==> config.mk <==
export PLATFORM = sky130hd
export DESIGN_NAME = sarseq_top
export DESIGN_NICKNAME = d
export VERILOG_FILES = /design/src/pkg/sarseq_pkg.sv /design/src/design/sarseq_conv_timer.sv /design/src/design/sarseq_top.sv
export SDC_FILE = /design/constraint.sdc
export NUM_CORES = 1
export LEC_CHECK = 0
export BUFFER_PORTS_ARGS = -buffer_cell sky130_fd_sc_hd__buf_2
export CORE_ASPECT_RATIO = 0.75
export CORE_MARGIN = 3
export CORE_UTILIZATION = 49
export DETAILED_ROUTE_END_ITERATION = 8
export PLACE_DENSITY = 0.79
export SETUP_SLACK_MARGIN = 0.5
export SLEW_MARGIN = 20
export SYNTH_ARGS = -nofsm -noshare
export SYNTH_HDL_FRONTEND = slang
export SYNTH_SLANG_ARGS = --single-unit
==> constraint.sdc <==
create_clock -name clock -period 2.9 [get_ports clock]
set_input_delay 0.145 -clock clock [delete_from_list [all_inputs] [get_ports clock]]
set_output_delay 0.145 -clock clock [all_outputs]
set_load 0.01 [all_outputs]
==> src/pkg/sarseq_pkg.sv <==
// Constants shared by the converter sequencer and its conversion timer
package sarseq_pkg;

	// ****************************************************************
	// Register map: printed indices, byte address is four times index
	// ****************************************************************
	localparam logic [7:0] SARSEQ_IDX_CTRL_PRIMARY = 8'h1C;
	localparam logic [7:0] SARSEQ_IDX_TIMING_CTRL  = 8'h1D;
	localparam logic [7:0] SARSEQ_IDX_RES_LOW_STAT = 8'h1E;
	localparam logic [7:0] SARSEQ_IDX_RES_HIGH     = 8'h1F;
	localparam int         SARSEQ_ADDR_W           = 10;

	// ****************************************************************
	// Field positions
	// ****************************************************************
	localparam int SARSEQ_C1_START    = 7;
	localparam int SARSEQ_C1_MODE_LSB = 5;
	localparam int SARSEQ_C1_AIN_DIS  = 4;
	localparam int SARSEQ_C1_CHAN_LSB = 0;
	localparam int SARSEQ_C2_LADDER   = 5;
	localparam int SARSEQ_C2_FIX1     = 4;
	localparam int SARSEQ_C2_ACK_LSB  = 1;
	localparam int SARSEQ_C2_FIX0     = 0;
	localparam int SARSEQ_ST_RES_LSB  = 6;
	localparam int SARSEQ_ST_DONE     = 5;
	localparam int SARSEQ_ST_BUSY     = 4;

	// ****************************************************************
	// Reset values and mode codes
	// ****************************************************************
	localparam logic [7:0] SARSEQ_CTRL_PRIMARY_RST = 8'h10;
	localparam logic [7:0] SARSEQ_TIMING_CTRL_RST  = 8'h10;
	localparam logic [1:0] SARSEQ_MODE_OFF         = 2'h0;
	localparam logic [1:0] SARSEQ_MODE_SINGLE      = 2'h1;
	localparam logic [1:0] SARSEQ_MODE_RSVD        = 2'h2;
	localparam logic [1:0] SARSEQ_MODE_REPEAT      = 2'h3;

	// ****************************************************************
	// Conversion times in oscillator cycles
	// ****************************************************************
	localparam int         SARSEQ_CNT_W    = 11;
	localparam logic [10:0] SARSEQ_CYC_000 = 11'h027;
	localparam logic [10:0] SARSEQ_CYC_010 = 11'h04E;
	localparam logic [10:0] SARSEQ_CYC_011 = 11'h09C;
	localparam logic [10:0] SARSEQ_CYC_100 = 11'h138;
	localparam logic [10:0] SARSEQ_CYC_101 = 11'h270;
	localparam logic [10:0] SARSEQ_CYC_110 = 11'h4E0;

endpackage

==> src/design/sarseq_conv_timer.sv <==
// Conversion timer: counts oscillator cycles for one conversion
`timescale 1ns/10ps
module sarseq_conv_timer
	import sarseq_pkg::*;
(
	input  wire logic       clock,
	input  wire logic       rstn,
	input  wire logic       load,
	input  wire logic       abort,
	input  wire logic [2:0] time_code,
	output logic            expire
);

	typedef struct packed {
		logic [SARSEQ_CNT_W-1:0] cnt;
		logic                    run;
		logic                    expire;
	} sarseq_tmr_t;

	sarseq_tmr_t st_reg;
	sarseq_tmr_t st_next;
	logic [SARSEQ_CNT_W-1:0] load_val;

	// Cycle count per code; reserved codes fall back to the shortest time
	always_comb begin
		case (time_code)
			3'h2:    load_val = SARSEQ_CYC_010;
			3'h3:    load_val = SARSEQ_CYC_011;
			3'h4:    load_val = SARSEQ_CYC_100;
			3'h5:    load_val = SARSEQ_CYC_101;
			3'h6:    load_val = SARSEQ_CYC_110;
			default: load_val = SARSEQ_CYC_000;
		endcase
	end

	// Expire lands exactly load_val+1 cycles after the load cycle
	always_comb begin
		st_next = st_reg;
		st_next.expire = 1'b0;
		if (abort) begin
			st_next.run = 1'b0;
		end else if (load) begin
			st_next.run = 1'b1;
			st_next.cnt = load_val;
		end else if (st_reg.run) begin
			st_next.cnt = st_reg.cnt - 11'h001;
			if (st_reg.cnt == 11'h001) begin
				st_next.run = 1'b0;
				st_next.expire = 1'b1;
			end
		end
	end

	// State register
	always_ff @(posedge clock or negedge rstn) begin
		if (!rstn) begin
			st_reg <= '0;
		end else begin
			st_reg <= st_next;
		end
	end

	assign expire = st_reg.expire;

endmodule

==> src/design/sarseq_top.sv <==
// Converter sequencer: AHB-Lite registers, mode control, result capture
`timescale 1ns/10ps
//
// Contract
// - Start bit begins a conversion and clears itself once begun.
// - Mode 00 off, 01 single start, 11 repeat, 10 reserved.
// - Analog input disable bit: 0 enables inputs, 1 disables all.
// - Channel codes 0000-0111 select inputs 0-7; higher codes reserved.
// - Standby resets both control registers and blocks writes meanwhile.
// - Ladder bit 0 connects only during conversion, 1 always.
// - Time codes 000,010-110 give 39..1248 cycles; 001,111 reserved.
// - Result bits 9:2 in high register, 1:0 in status bits 7:6.
// - Reading the high result clears done; read status first.
// - Busy set at start, cleared at finish and on standby.
// - Status bits 3:0 unused and unstable.
// - Single mode: one conversion per start, store, done, interrupt together.
// - Repeat mode restarts at once after each completion.
// - Mode 00 stops repeat at once; interrupted result is not stored.
// - New start clears done; old result kept until new completion.
// - Standby abandons conversion; no resume until software restarts.
module sarseq_top
	import sarseq_pkg::*;
(
	input  wire logic        clock,
	input  wire logic        rstn,
	input  wire logic        hsel,
	input  wire logic [31:0] haddr,
	input  wire logic [1:0]  htrans,
	input  wire logic        hwrite,
	input  wire logic [2:0]  hsize,
	input  wire logic [31:0] hwdata,
	input  wire logic        hready,
	output logic             hreadyout,
	output logic             hresp,
	output logic [31:0]      hrdata,
	input  wire logic        standby_mode,
	input  wire logic [9:0]  core_result,
	output logic [3:0]       channel_select,
	output logic             analog_input_disable,
	output logic             ladder_connect,
	output logic             conv_active,
	output logic             conv_done_irq
);

	// ****************************************************************
	// State
	// ****************************************************************
	typedef struct packed {
		logic                    start;
		logic [1:0]              mode;
		logic                    ain_dis;
		logic [3:0]              chan;
		logic                    ladder;
		logic                    fix1;
		logic [2:0]              ack;
		logic                    fix0;
		logic                    busy;
		logic                    done;
		logic [9:0]              res;
		logic                    irq;
		logic                    wr_pend;
		logic [SARSEQ_ADDR_W-3:0] wr_idx;
		logic [7:0]              rdata;
		logic [9:0]              sync1;
		logic [9:0]              sync2;
	} sarseq_state_t;

	sarseq_state_t st_reg;
	sarseq_state_t st_next;

	logic                     addr_take;
	logic                     rd_take;
	logic                     wr_take;
	logic [SARSEQ_ADDR_W-3:0] idx;
	logic                     rd_high;
	logic                     mode_ok;
	logic                     begin_conv;
	logic                     restart;
	logic                     stop_conv;
	logic                     expire;
	logic                     complete;
	logic                     tmr_load;
	logic                     tmr_abort;

	// ****************************************************************
	// Bus address phase decode
	// ****************************************************************
	// Word writes only; other write sizes are taken but leave registers alone; reads of any size are served
	assign addr_take = hsel && htrans[1] && hready;
	assign idx       = haddr[SARSEQ_ADDR_W-1:2];
	assign rd_take   = addr_take && !hwrite;
	assign wr_take   = addr_take && hwrite && (hsize == 3'h2);
	assign rd_high   = rd_take && (idx == SARSEQ_IDX_RES_HIGH);

	// Zero wait states, always OKAY
	assign hreadyout = 1'b1;
	assign hresp     = 1'b0;

	// ****************************************************************
	// Sequencing terms
	// ****************************************************************
	// Only single and repeat codes convert; reserved 10 acts like off
	assign mode_ok    = (st_reg.mode == SARSEQ_MODE_SINGLE)
		|| (st_reg.mode == SARSEQ_MODE_REPEAT);
	assign complete   = expire && st_reg.busy && mode_ok && !standby_mode;
	assign begin_conv = st_reg.start && mode_ok && !standby_mode;
	assign restart    = complete && (st_reg.mode == SARSEQ_MODE_REPEAT);
	assign stop_conv  = st_reg.busy && (!mode_ok || standby_mode);
	assign tmr_load   = begin_conv || restart;
	assign tmr_abort  = stop_conv;

	// ****************************************************************
	// Next state
	// ****************************************************************
	always_comb begin
		st_next = st_reg;
		st_next.irq = 1'b0;

		// Two flops ahead of the core result, it comes from the analog side
		st_next.sync1 = core_result;
		st_next.sync2 = st_reg.sync1;

		// Write data phase lands one cycle after the address phase
		st_next.wr_pend = wr_take;
		st_next.wr_idx  = idx;
		if (st_reg.wr_pend && !standby_mode) begin
			if (st_reg.wr_idx == SARSEQ_IDX_CTRL_PRIMARY) begin
				st_next.start   = hwdata[SARSEQ_C1_START];
				st_next.mode    = hwdata[SARSEQ_C1_MODE_LSB +: 2];
				st_next.ain_dis = hwdata[SARSEQ_C1_AIN_DIS];
				st_next.chan    = hwdata[SARSEQ_C1_CHAN_LSB +: 4];
			end else if (st_reg.wr_idx == SARSEQ_IDX_TIMING_CTRL) begin
				st_next.ladder = hwdata[SARSEQ_C2_LADDER];
				st_next.fix1   = hwdata[SARSEQ_C2_FIX1];
				st_next.ack    = hwdata[SARSEQ_C2_ACK_LSB +: 3];
				st_next.fix0   = hwdata[SARSEQ_C2_FIX0];
			end
		end

		// Start bit never lingers: taken or dropped the cycle after
		if (st_reg.start) begin
			st_next.start = 1'b0;
		end

		// Reading the high result clears done; a completion wins
		if (rd_high) begin
			st_next.done = 1'b0;
		end

		if (begin_conv) begin
			st_next.busy = 1'b1;
			st_next.done = 1'b0;
		end

		if (complete) begin
			st_next.res  = st_reg.sync2;
			st_next.done = 1'b1;
			st_next.irq  = 1'b1;
			st_next.busy = restart;
		end

		// Mode off abandons the conversion without storing
		if (stop_conv) begin
			st_next.busy = 1'b0;
		end

		// Standby holds controls at reset, drops results and busy
		if (standby_mode) begin
			st_next.start   = 1'b0;
			st_next.mode    = SARSEQ_CTRL_PRIMARY_RST[SARSEQ_C1_MODE_LSB +: 2];
			st_next.ain_dis = SARSEQ_CTRL_PRIMARY_RST[SARSEQ_C1_AIN_DIS];
			st_next.chan    = SARSEQ_CTRL_PRIMARY_RST[SARSEQ_C1_CHAN_LSB +: 4];
			st_next.ladder  = SARSEQ_TIMING_CTRL_RST[SARSEQ_C2_LADDER];
			st_next.fix1    = SARSEQ_TIMING_CTRL_RST[SARSEQ_C2_FIX1];
			st_next.ack     = SARSEQ_TIMING_CTRL_RST[SARSEQ_C2_ACK_LSB +: 3];
			st_next.fix0    = SARSEQ_TIMING_CTRL_RST[SARSEQ_C2_FIX0];
			st_next.busy    = 1'b0;
			st_next.done    = 1'b0;
			st_next.res     = 10'h000;
		end

		// Read data captured from the next state, so a write just ahead is seen
		st_next.rdata = 8'h00;
		if (rd_take) begin
			if (idx == SARSEQ_IDX_CTRL_PRIMARY) begin
				st_next.rdata = {st_next.start, st_next.mode, st_next.ain_dis,
					st_next.chan};
			end else if (idx == SARSEQ_IDX_TIMING_CTRL) begin
				st_next.rdata = {2'h0, st_next.ladder, st_next.fix1, st_next.ack,
					st_next.fix0};
			end else if (idx == SARSEQ_IDX_RES_LOW_STAT) begin
				st_next.rdata = {st_next.res[1:0], st_next.done, st_next.busy,
					4'h0};
			end else if (idx == SARSEQ_IDX_RES_HIGH) begin
				st_next.rdata = st_next.res[9:2];
			end else begin
				st_next.rdata = 8'h00;
			end
		end
	end

	// ****************************************************************
	// State register
	// ****************************************************************
	always_ff @(posedge clock or negedge rstn) begin
		if (!rstn) begin
			st_reg         <= '0;
			st_reg.mode    <= SARSEQ_CTRL_PRIMARY_RST[SARSEQ_C1_MODE_LSB +: 2];
			st_reg.ain_dis <= SARSEQ_CTRL_PRIMARY_RST[SARSEQ_C1_AIN_DIS];
			st_reg.chan    <= SARSEQ_CTRL_PRIMARY_RST[SARSEQ_C1_CHAN_LSB +: 4];
			st_reg.ladder  <= SARSEQ_TIMING_CTRL_RST[SARSEQ_C2_LADDER];
			st_reg.fix1    <= SARSEQ_TIMING_CTRL_RST[SARSEQ_C2_FIX1];
			st_reg.ack     <= SARSEQ_TIMING_CTRL_RST[SARSEQ_C2_ACK_LSB +: 3];
			st_reg.fix0    <= SARSEQ_TIMING_CTRL_RST[SARSEQ_C2_FIX0];
		end else begin
			st_reg <= st_next;
		end
	end

	// ****************************************************************
	// Conversion timer
	// ****************************************************************
	sarseq_conv_timer i_sarseq_conv_timer (
		.clock     (clock),
		.rstn      (rstn),
		.load      (tmr_load),
		.abort     (tmr_abort),
		.time_code (st_reg.ack),
		.expire    (expire)
	);

	// ****************************************************************
	// Outputs
	// ****************************************************************
	// Ladder follows busy unless held on; standby forces busy low anyway
	assign hrdata               = {24'h000000, st_reg.rdata};
	assign channel_select       = st_reg.chan;
	assign analog_input_disable = st_reg.ain_dis;
	assign ladder_connect       = st_reg.ladder || st_reg.busy;
	assign conv_active          = st_reg.busy;
	assign conv_done_irq        = st_reg.irq;

	// ****************************************************************
	// Assertions
	// ****************************************************************
	property p_start_clears;
		@(posedge clock) disable iff (!rstn)
		st_reg.start |=> !st_reg.start;
	endproperty
	a_start_clears: assert property (p_start_clears)
		else $error("start bit did not clear");

	property p_busy_on_start;
		@(posedge clock) disable iff (!rstn)
		(st_reg.start && mode_ok && !standby_mode) |=> st_reg.busy && !st_reg.done;
	endproperty
	a_busy_on_start: assert property (p_busy_on_start)
		else $error("busy not set at start");

	property p_irq_with_done;
		@(posedge clock) disable iff (!rstn)
		conv_done_irq |-> st_reg.done && $past(complete);
	endproperty
	a_irq_with_done: assert property (p_irq_with_done)
		else $error("interrupt without done");

	property p_irq_pulse;
		@(posedge clock) disable iff (!rstn)
		conv_done_irq |=> !conv_done_irq;
	endproperty
	a_irq_pulse: assert property (p_irq_pulse)
		else $error("interrupt longer than one cycle");

	property p_result_stored;
		@(posedge clock) disable iff (!rstn)
		conv_done_irq |-> st_reg.res == $past(st_reg.sync2);
	endproperty
	a_result_stored: assert property (p_result_stored)
		else $error("stored result differs from core result");

	property p_standby_reset;
		@(posedge clock) disable iff (!rstn)
		standby_mode |=> (st_reg.chan == 4'h0) && st_reg.ain_dis && !st_reg.busy
			&& (st_reg.mode == SARSEQ_MODE_OFF) && (st_reg.ack == 3'h0);
	endproperty
	a_standby_reset: assert property (p_standby_reset)
		else $error("controls not reset in standby");

	property p_off_no_store;
		@(posedge clock) disable iff (!rstn)
		(st_reg.mode == SARSEQ_MODE_OFF && !standby_mode) |=> $stable(st_reg.res);
	endproperty
	a_off_no_store: assert property (p_off_no_store)
		else $error("result stored while mode off");

	property p_read_clears_done;
		@(posedge clock) disable iff (!rstn)
		(rd_high && !complete && !begin_conv) |=> !st_reg.done;
	endproperty
	a_read_clears_done: assert property (p_read_clears_done)
		else $error("done survived high result read");

	property p_repeat_continues;
		@(posedge clock) disable iff (!rstn)
		(complete && st_reg.mode == SARSEQ_MODE_REPEAT) |=> st_reg.busy;
	endproperty
	a_repeat_continues: assert property (p_repeat_continues)
		else $error("repeat mode did not restart");

	property p_ladder_busy;
		@(posedge clock) disable iff (!rstn)
		st_reg.busy |-> ladder_connect;
	endproperty
	a_ladder_busy: assert property (p_ladder_busy)
		else $error("ladder off during conversion");

	// Mode off mid-run must drop the conversion without a store or request
	property p_stop_discards;
		@(posedge clock) disable iff (!rstn)
		(st_reg.busy && !mode_ok && !standby_mode) |=> !st_reg.busy && !conv_done_irq
			&& $stable(st_reg.res);
	endproperty
	a_stop_discards: assert property (p_stop_discards)
		else $error("stopped conversion was stored");

	property p_single_ends;
		@(posedge clock) disable iff (!rstn)
		(complete && st_reg.mode == SARSEQ_MODE_SINGLE) |=> !st_reg.busy && st_reg.done
			&& conv_done_irq;
	endproperty
	a_single_ends: assert property (p_single_ends)
		else $error("single conversion did not finish cleanly");

	property p_restart_keeps_result;
		@(posedge clock) disable iff (!rstn)
		(begin_conv && !complete) |=> $stable(st_reg.res) && !st_reg.done;
	endproperty
	a_restart_keeps_result: assert property (p_restart_keeps_result)
		else $error("new start disturbed the stored result");

endmodule

# Yosys cells after proc, flatten, opt, wreduce, memory -nomap -nowiden

Cells that the tools add are included.

Reduce and logical (&&, ||, !) cells: 23
Muxes and demuxes: 22
$add $sub $neg: 1
Equal/unequal tests: 15
Bitwise operators: 1

Operators by type and width:

| cell                  | count |
|---|---|
| $pmux 11 s5           | 1 |
| $eq 8x5->1 const B    | 6 |
| $mux 8                | 6 |
| $mux 13               | 2 |
| $mux 26               | 1 |
| $logic_and 1x1->1     | 14 |
| $mux 14               | 1 |
| $mux 12               | 1 |
| $mux 6                | 2 |
| $eq 11x1->1 const B   | 1 |
| $sub 11x1->11 const B | 1 |
| $eq 3x2->1 const B    | 3 |
| $eq 3x3->1 const B    | 3 |
| $mux 1                | 6 |
| $logic_or 1x1->1      | 4 |
| $mux 2                | 2 |
| $logic_not 1->1       | 3 |
| $eq 2x1->1 const B    | 1 |
| $eq 2x2->1 const B    | 1 |
| $reduce_and 2->1      | 1 |
| $reduce_bool 2->1     | 1 |
| $not 1->1             | 1 |

Logic and storage cells: 82
Output and inout bits: 42
Register bits: 77
Input bits: 85

# Longest topological paths before layout

Gate-level depths: netlist of run 1.

Word-level depth: 14
Mapped depth: 7
Depth with buffers taken out: 5

# By module

Synthesis of run 1 repeated with hierarchy kept, for this count alone.

Cell total of the unflattened synthesis: 349
Area total of the unflattened synthesis: 3629.7 um2

By module, submodules not included:

| module            | times used | cells an instance | area each (um2) | sequential area each (um2) |
|---|---|---|---|---|
| sarseq_top        | 1          | 241               | 2727.6          | 1604.0 |
| sarseq_conv_timer | 1          | 108               | 902.1           | 325.3 |

# Worst setup path before layout of run 1

Ideal clock, no wire load.

Path kind: flip-flop to flip-flop
From: reg st_reg[33] (netlist name)
To: reg st_reg, in the netlist hrdata[4]
Path slack: 0.787 ns
Data arrival time: 1.982 ns
Clock period less this slack: 2.113 ns
Path buffers: 0
Data required time: 2.770 ns
Library setup time: 0.130 ns
Cell stages (with the launch flop): 6
Cells stage by stage: dfrtp_1 or4b_4 nor4_4 mux2_4 o311ai_1 a21oi_1

RTL lines:

| what                     | line              | RTL |
|---|---|---|
| start: declaration       | sarseq_top.sv:68  | `sarseq_state_t st_reg;` |
| start signal: assignment | sarseq_top.sv:216 | `st_reg <= st_next;` |

==> impl_metrics.json, run 1 <==
{
  "leakage_nw": 1.99,
  "ys_seq_elements": 77,
  "path_class": "reg -> reg",
  "yosysWarningCount": 0,
  "dp_slack_ns": 0.675,
  "critPathBufInv": 0,
  "drc": 0,
  "async_flop_share_pct": 100,
  "dp.cells": 436,
  "synth_edf_count": 0,
  "syn_area_per_cell_um2": 11.4,
  "grt_pass1_vias": 2391,
  "regToRegSetupSlack_ns": 0.69,
  "grt_max_degree": 78,
  "min_path_cells": 1,
  "cts_tree": "done",
  "postRouteAntennaNets": 0,
  "port_buffers": 51,
  "synthDistinctLibCells": 59,
  "clkLatencyLatePin_ns": 0.35,
  "post_drt_wl_per_cell_um": 15.0,
  "path_max_fanout": 6,
  "mostFrequentLayoutCell": "dfrtp_1",
  "max_slew_margin_pct": 37.6,
  "netlist_area_um2": 3500,
  "p_total_mw": 2.17,
  "stdcell_count": 469,
  "num_rows": 26,
  "layout_common_cells": "dfrtp_1 (75), buf_2 (50), nor2_1 (32)",
  "hold_viol_final": 0,
  "rsz0062_at_grt": "no",
  "io_pins": 127,
  "layout-drive-gt1-share_pct": 22.9,
  "dr.first_iter.drc_count": 169,
  "grt_overflow_total": 0,
  "fillers": 559,
  "die_w_um": 104,
  "slew_violations": 0,
  "maxCapViolCount": 0,
  "setup_viol": 0,
  "setup_tns_ns": 0,
  "synthCells": 308,
  "grt_pass1_wl_um": 11900,
  "ir_drop_uv": 378,
  "endpoint_kind": "flop",
  "cts_num_sinks": 77,
  "numCtsBuffers": 9,
  "vias_per_cell": 5.03,
  "tightest_slew_ns": 0.935,
  "antenna_found_initial": 0,
  "clk_pin_slew_worst_paths_ns": 0.07,
  "crit_chain": "or4b_4 > nor4_4 > mux2i_1 > nor3_1 > o221a_2",
  "num_antenna_cells": 0,
  "power_density_nw_per_um2": 537,
  "syn_to_final_growth_pct": 15.7,
  "largest_reg_flops": 39,
  "min-delay-path-class": "in -> reg",
  "postPlaceCellArea_um2": 3660,
  "layout_setup_ws_ns": 0.691,
  "clock-skew-final_ns": 0.0108,
  "slowest_delay_ns": 0.58,
  "synthFlopType": "dfrtp_1",
  "htreeDepth": 3,
  "die_y_um": 79.2,
  "dp_hpwl_um": 4980,
  "routabilityCongestion": 0.869,
  "vias": 2359,
  "r2r-end": "hrdata[5]$_DFF_PN0_",
  "worstPathRequired_ns": 3.13,
  "post_cts_resized": 0,
  "critical_path.slowest_cell": "or4b_4",
  "ys_seq_area_share_pct": 55.1,
  "initial_core_util_pct": 51.0,
  "coreArea_um2": 6860,
  "startpoint_type": "flop",
  "fmax_mhz": 453,
  "nets": 453,
  "hold_end": "st_reg[28]$_DFF_PN0_",
  "worstReg2RegStart": "st_reg[33]$_DFF_PN0_",
  "clock_path_buffers": 2,
  "drt-total-wl_um": 7050,
  "fin_crit_sh_pct": 76.2,
  "drtPass1Iterations": 4,
  "status": "completed",
  "die_area_um2": 8210,
  "rr_worst_depth": 5,
  "fin_crit_ns": 2.21,
  "grt_util_all_layers_pct": 18.7,
  "hold_start": "haddr[2]",
  "worst_ep_arrival_time_ns": 2.44,
  "crit_family": "simple AND/OR/NAND/NOR gates",
  "cts-root-buf": "clkbuf_8",
  "final_area_um2": 4050
}
Yosys cell counts (2+ instances only):
master | count | area share, %
xor2_1 | 4 | 1.0
dfstp_2 | 2 | 1.5
o21ai_0 | 4 | 0.57
nor4_4 | 2 | 1.2
nor3_1 | 8 | 1.1
a31oi_1 | 6 | 1.1
nor2_1 | 32 | 3.4
nor2b_1 | 6 | 1.1
nand3_1 | 5 | 0.71
buf_4 | 39 | 8.4
or3_1 | 3 | 0.54
nand2b_1 | 6 | 1.1
mux2i_1 | 23 | 6.6
inv_1 | 7 | 0.75
buf_2 | 2 | 0.29
a2bb2oi_1 | 4 | 1.0
or2_2 | 3 | 0.54
nand3b_1 | 2 | 0.43
dfrtp_1 | 75 | 54
xnor2_1 | 2 | 0.50
clkbuf_1 | 5 | 0.54
a21oi_1 | 11 | 1.6
ha_1 | 2 | 0.71
and3_1 | 3 | 0.54
o211ai_1 | 2 | 0.43
nand2_1 | 10 | 1.1
conb_1 | 2 | 0.21
o31ai_1 | 5 | 1.1
o22ai_1 | 3 | 0.54
per-stage QoR:
stage | hold slack, ns | utilization, %
finish | 0.0299 | 59.0
global placement | 0.252 | 53.3
global route | 0.00742 | 59.0
detailed placement | 0.254 | 53.3
floorplan | -0.151 | -
CTS | 0.00472 | 59.0
kinds of logic (layout without fill, tap and decap cells):
kind of cell,Yosys count,after routing,share of synthesized area (%)
other cells,2,26,0.214
buf+inv,55,94,10.4
fa+ha+maj,2,2,0.714
mux,24,24,7.00
compound gates,48,48,9.65
xor+xnor,6,6,1.50
flops,77,77,55.1
simple gates,94,94,15.5
per-layer routing:
metal | vias to the layer above | routed length, um | track usage (%)
met1 | 1141 | 3180 | 24.9
li1 | 1119 | - | -
met4 | 0 | 102 | 4.78
met5 | - | 0 | 0
met2 | 89 | 3310 | 29.6
met3 | 10 | 464 | 6.26
final cells by class:
cell class | instances | area [um2] | share of cell area, %
sequential | 77 | 1930 | 47.6
multi-input combinational | 200 | 1300 | 32.1
timing repair buffer | 71 | 450 | 11.1
clock buffer | 11 | 141 | 3.49
tap | 98 | 123 | 3.03
clock inverter | 5 | 82.6 | 2.04
inverter | 7 | 26.3 | 0.648
timing repair:
action	in CTS	in global routing
hold endpoints to repair	91	0
buffers inserted	0	0
hold buffers	17	0
worst max-delay path by stage:
stage                               startpoint                  end  slack (ns)  cells past startpoint
final                     st_reg[33]$_DFF_PN0_  hrdata[5]$_DFF_PN0_        0.69                      5
after CTS                 st_reg[33]$_DFF_PN0_  hrdata[5]$_DFF_PN0_        0.67                      5
after global placement    st_reg[33]$_DFF_PN0_  hrdata[5]$_DFF_PN0_        0.67                      5
after floorplan           st_reg[33]$_DFF_PN0_  hrdata[4]$_DFF_PN0_        0.79                      5
after detailed placement  st_reg[33]$_DFF_PN0_  hrdata[5]$_DFF_PN0_        0.67                      5
after global routing      st_reg[33]$_DFF_PN0_  hrdata[5]$_DFF_PN0_        0.56                      5
where the power goes:
group / internal (mW) / leakage, nW / switching, mW / total, mW
clock: 0.511 / 0.114 / 0.386 / 0.897
combinational: 0.0625 / 0.881 / 0.0889 / 0.151
sequential: 1.10 / 0.996 / 0.0207 / 1.13
Power figures use the tool's default switching activity.
==> run 2, diff against run 1 <==
--- a/config.mk
+++ b/config.mk
@@ -5,12 +5,13 @@
 export SDC_FILE = /design/constraint.sdc
 export NUM_CORES = 1
 export LEC_CHECK = 0
+export ABC_AREA = 1
 export BUFFER_PORTS_ARGS = -buffer_cell sky130_fd_sc_hd__buf_2
 export CORE_ASPECT_RATIO = 0.75
 export CORE_MARGIN = 3
-export CORE_UTILIZATION = 49
+export CORE_UTILIZATION = 46
 export DETAILED_ROUTE_END_ITERATION = 8
-export PLACE_DENSITY = 0.79
+export PLACE_DENSITY = 0.76
 export SETUP_SLACK_MARGIN = 0.5
 export SLEW_MARGIN = 20
 export SYNTH_ARGS = -nofsm -noshare
==> constraint.sdc (replaced) <==
create_clock -name clock -period 2 [get_ports clock]
set_input_delay 0.1 -clock clock [delete_from_list [all_inputs] [get_ports clock]]
set_output_delay 0.1 -clock clock [all_outputs]
set_load 0.01 [all_outputs]
==> run 2 against run 1 <==
Global-route usage fell by 0.41 points. Total power grew 52%. Setup slack worse by 0.19 ns. Clock power grew 68%. Routed wire length increased by 23%. Critical endpoint is now hrdata[4]$_DFF_PN0_. Combinational power is 32% higher.
==> impl_metrics.json, run 2 <==
{
  "io_pins": 127,
  "synthCells": 478,
  "grt_util_all_layers_pct": 18.2,
  "die_w_um": 112,
  "p_total_mw": 3.31,
  "die_y_um": 85.8,
  "num_antenna_cells": 0,
  "startpoint_type": "flop",
  "final_area_um2": 4960,
  "maxCapViolCount": 0,
  "fmax_mhz": 666,
  "vias": 3298,
  "crit_chain": "inv_1 > nand2_2 > nor2_4 > buf_6 > nand3b_4 > nand2_2 > nand3_2 > nor2_1 > nor2_1 > nand2_1 > inv_1",
  "drt-total-wl_um": 8650,
  "grt_pass1_vias": 3011,
  "clock_path_buffers": 2,
  "port_buffers": 51,
  "layout_common_cells": "nand2_1 (89), inv_1 (78), dfrtp_1 (73)",
  "vias_per_cell": 4.86,
  "worst_ep_arrival_time_ns": 1.73,
  "die_area_um2": 9650,
  "cts_tree": "done",
  "ys_seq_elements": 77,
  "critical_path.slowest_cell": "dfrtp_1",
  "drtPass1Iterations": 4,
  "netlist_top_cells_count": "nand2_1 (99), inv_1 (81), dfrtp_1 (75)",
  "antenna_found_initial": 0,
  "multiInputGateArea_um2": 1590,
  "synth_top_cell_by_area": "dfrtp_1",
  "coreArea_um2": 8060,
  "synth_area_leaders": "dfrtp_1 (48%), nand2_1 (9.5%), inv_1 (7.8%)",
  "netlist_area_um2": 3910,
  "htreeDepth": 3,
  "synthFlopType": "dfrtp_1",
  "leakage_nw": 2.63,
  "grt_max_degree": 42,
  "async_flop_share_pct": 100,
  "power_density_nw_per_um2": 668,
  "syn_area_per_cell_um2": 8.17,
  "clkLatencyLatePin_ns": 0.33,
  "fin_crit_ns": 1.50,
  "regToRegSetupSlack_ns": 0.50,
  "cts_num_sinks": 77,
  "dp_hpwl_um": 6070,
  "drc": 0,
  "initial_core_util_pct": 48.5,
  "hold_viol_final": 0,
  "slew_violations": 0,
  "yosysMostFrequentCell": "nand2_1",
  "worstPathRequired_ns": 2.23,
  "numCtsBuffers": 9,
  "synthDistinctLibCells": 35,
  "endpoint_kind": "flop",
  "rsz0062_at_grt": "yes",
  "fillers": 618,
  "path_class": "reg -> reg",
  "setup_viol": 0,
  "dp_slack_ns": 0.356,
  "nets": 656,
  "slowest_delay_ns": 0.39,
  "syn_to_final_growth_pct": 27.0,
  "fin_crit_sh_pct": 75.0,
  "status": "completed",
  "mostFrequentLayoutCell": "nand2_1",
  "num_rows": 28,
  "regArea_um2": 1930,
  "grt_pass1_wl_um": 14000,
  "routabilityCongestion": 0.901,
  "whs_ns": 0.0531,
  "path_max_fanout": 8,
  "clk_pin_slew_worst_paths_ns": 0.06,
  "synth.top_cell.area_share_pct": 48.0,
  "largest_reg_flops": 39,
  "synth_edf_count": 0,
  "post_drt_wl_per_cell_um": 12.7,
  "ir_drop_uv": 450,
  "cts-root-buf": "clkbuf_16",
  "ys_seq_area_share_pct": 49.4,
  "grt_overflow_total": 0,
  "min-delay-path-class": "in -> reg",
  "layout-drive-gt1-share_pct": 27.2,
  "postPlaceCellArea_um2": 4130,
  "postRouteAntennaNets": 0,
  "clock-skew-final_ns": 0.00636,
  "dr.first_iter.drc_count": 191,
  "setup_tns_ns": 0,
  "layout_setup_ws_ns": 0.500,
  "yosysWarningCount": 0
}
-- run 2: power breakdown --
group | leakage (nW) | internal (mW) | total, mW | switching, mW
logic | 1.52 | 0.0773 | 0.199 | 0.122
clock network | 0.129 | 0.854 | 1.51 | 0.658
registers | 0.980 | 1.59 | 1.60 | 0.0136
total | 2.63 | 2.52 | 3.31 | 0.794
-- run 2: stage by stage --
stage | std cells | util, %
2_1_floorplan | 502 | -
4_1_cts | 666 | 58.3
3_5_place_dp | 623 | 51.3
5_1_grt | 679 | 61.6
3_3_place_gp | 623 | 51.3
6_report | 679 | 61.6
-- run 2: final timing paths --
kind | start | endpoint | cells after the start
min reg2reg | st_next[7]$_DFF_PN0_ | st_reg[7]$_DFF_PN0_ | 0
min in group asynchronous | rstn | channel_select[0]$_DFF_PN0_ | 2
max in group asynchronous | rstn | conv_active$_DFF_PN0_ | 3
max reg2reg | st_reg[34]$_DFF_PN0_ | hrdata[4]$_DFF_PN0_ | 11
max | st_reg[34]$_DFF_PN0_ | hrdata[4]$_DFF_PN0_ | 11
min | hwdata[6] | st_reg[62]$_DFF_PN0_ | 3
-- run 2: cell type report --
type / instances / area share [%]
well taps: 105 / 2.65
clock buffers: 9 / 4.54
flip-flops and latches: 77 / 38.9
multi-input cells: 297 / 32.1
inverters: 85 / 6.48
clock inverters: 7 / 1.16
repair buffers: 99 / 14.1
-- run 2: metal layers --
metal	up-vias	global-route usage (%)	wire length, um
met1	1534	25.7	3790
met2	147	28.1	4060
met4	0	6.22	112
li1	1605	-	-
met5	-	0	0
met3	12	4.16	693
-- run 2: repair_timing --
item                                    CTS  global route
endpoints found under the setup margin   18            20
setup buffers                             6            13
endpoints found under the hold margin    53             0
hold buffers                             21             0
cloned                                    0             0
pin swaps                                 6            22
gates resized for setup                   8            47
-- run 2: critical path: cells and delay by family, from the launching register on --
kind	cells	cell delay [ns]
buf+inv	3	0.23
flops	1	0.39
simple gates	8	0.77
-- run 2: cell families after synthesis --
group | after synthesis | share of synthesized area, %
DFF | 77 | 49.4
and+or+nand+nor | 217 | 25.5
other | 2 | 0.192
AOI/OAI and AO/OA | 44 | 5.99
adders and majority gates | 2 | 0.640
xor gates and xnor gates | 8 | 1.79
buffers and inverters | 128 | 16.5
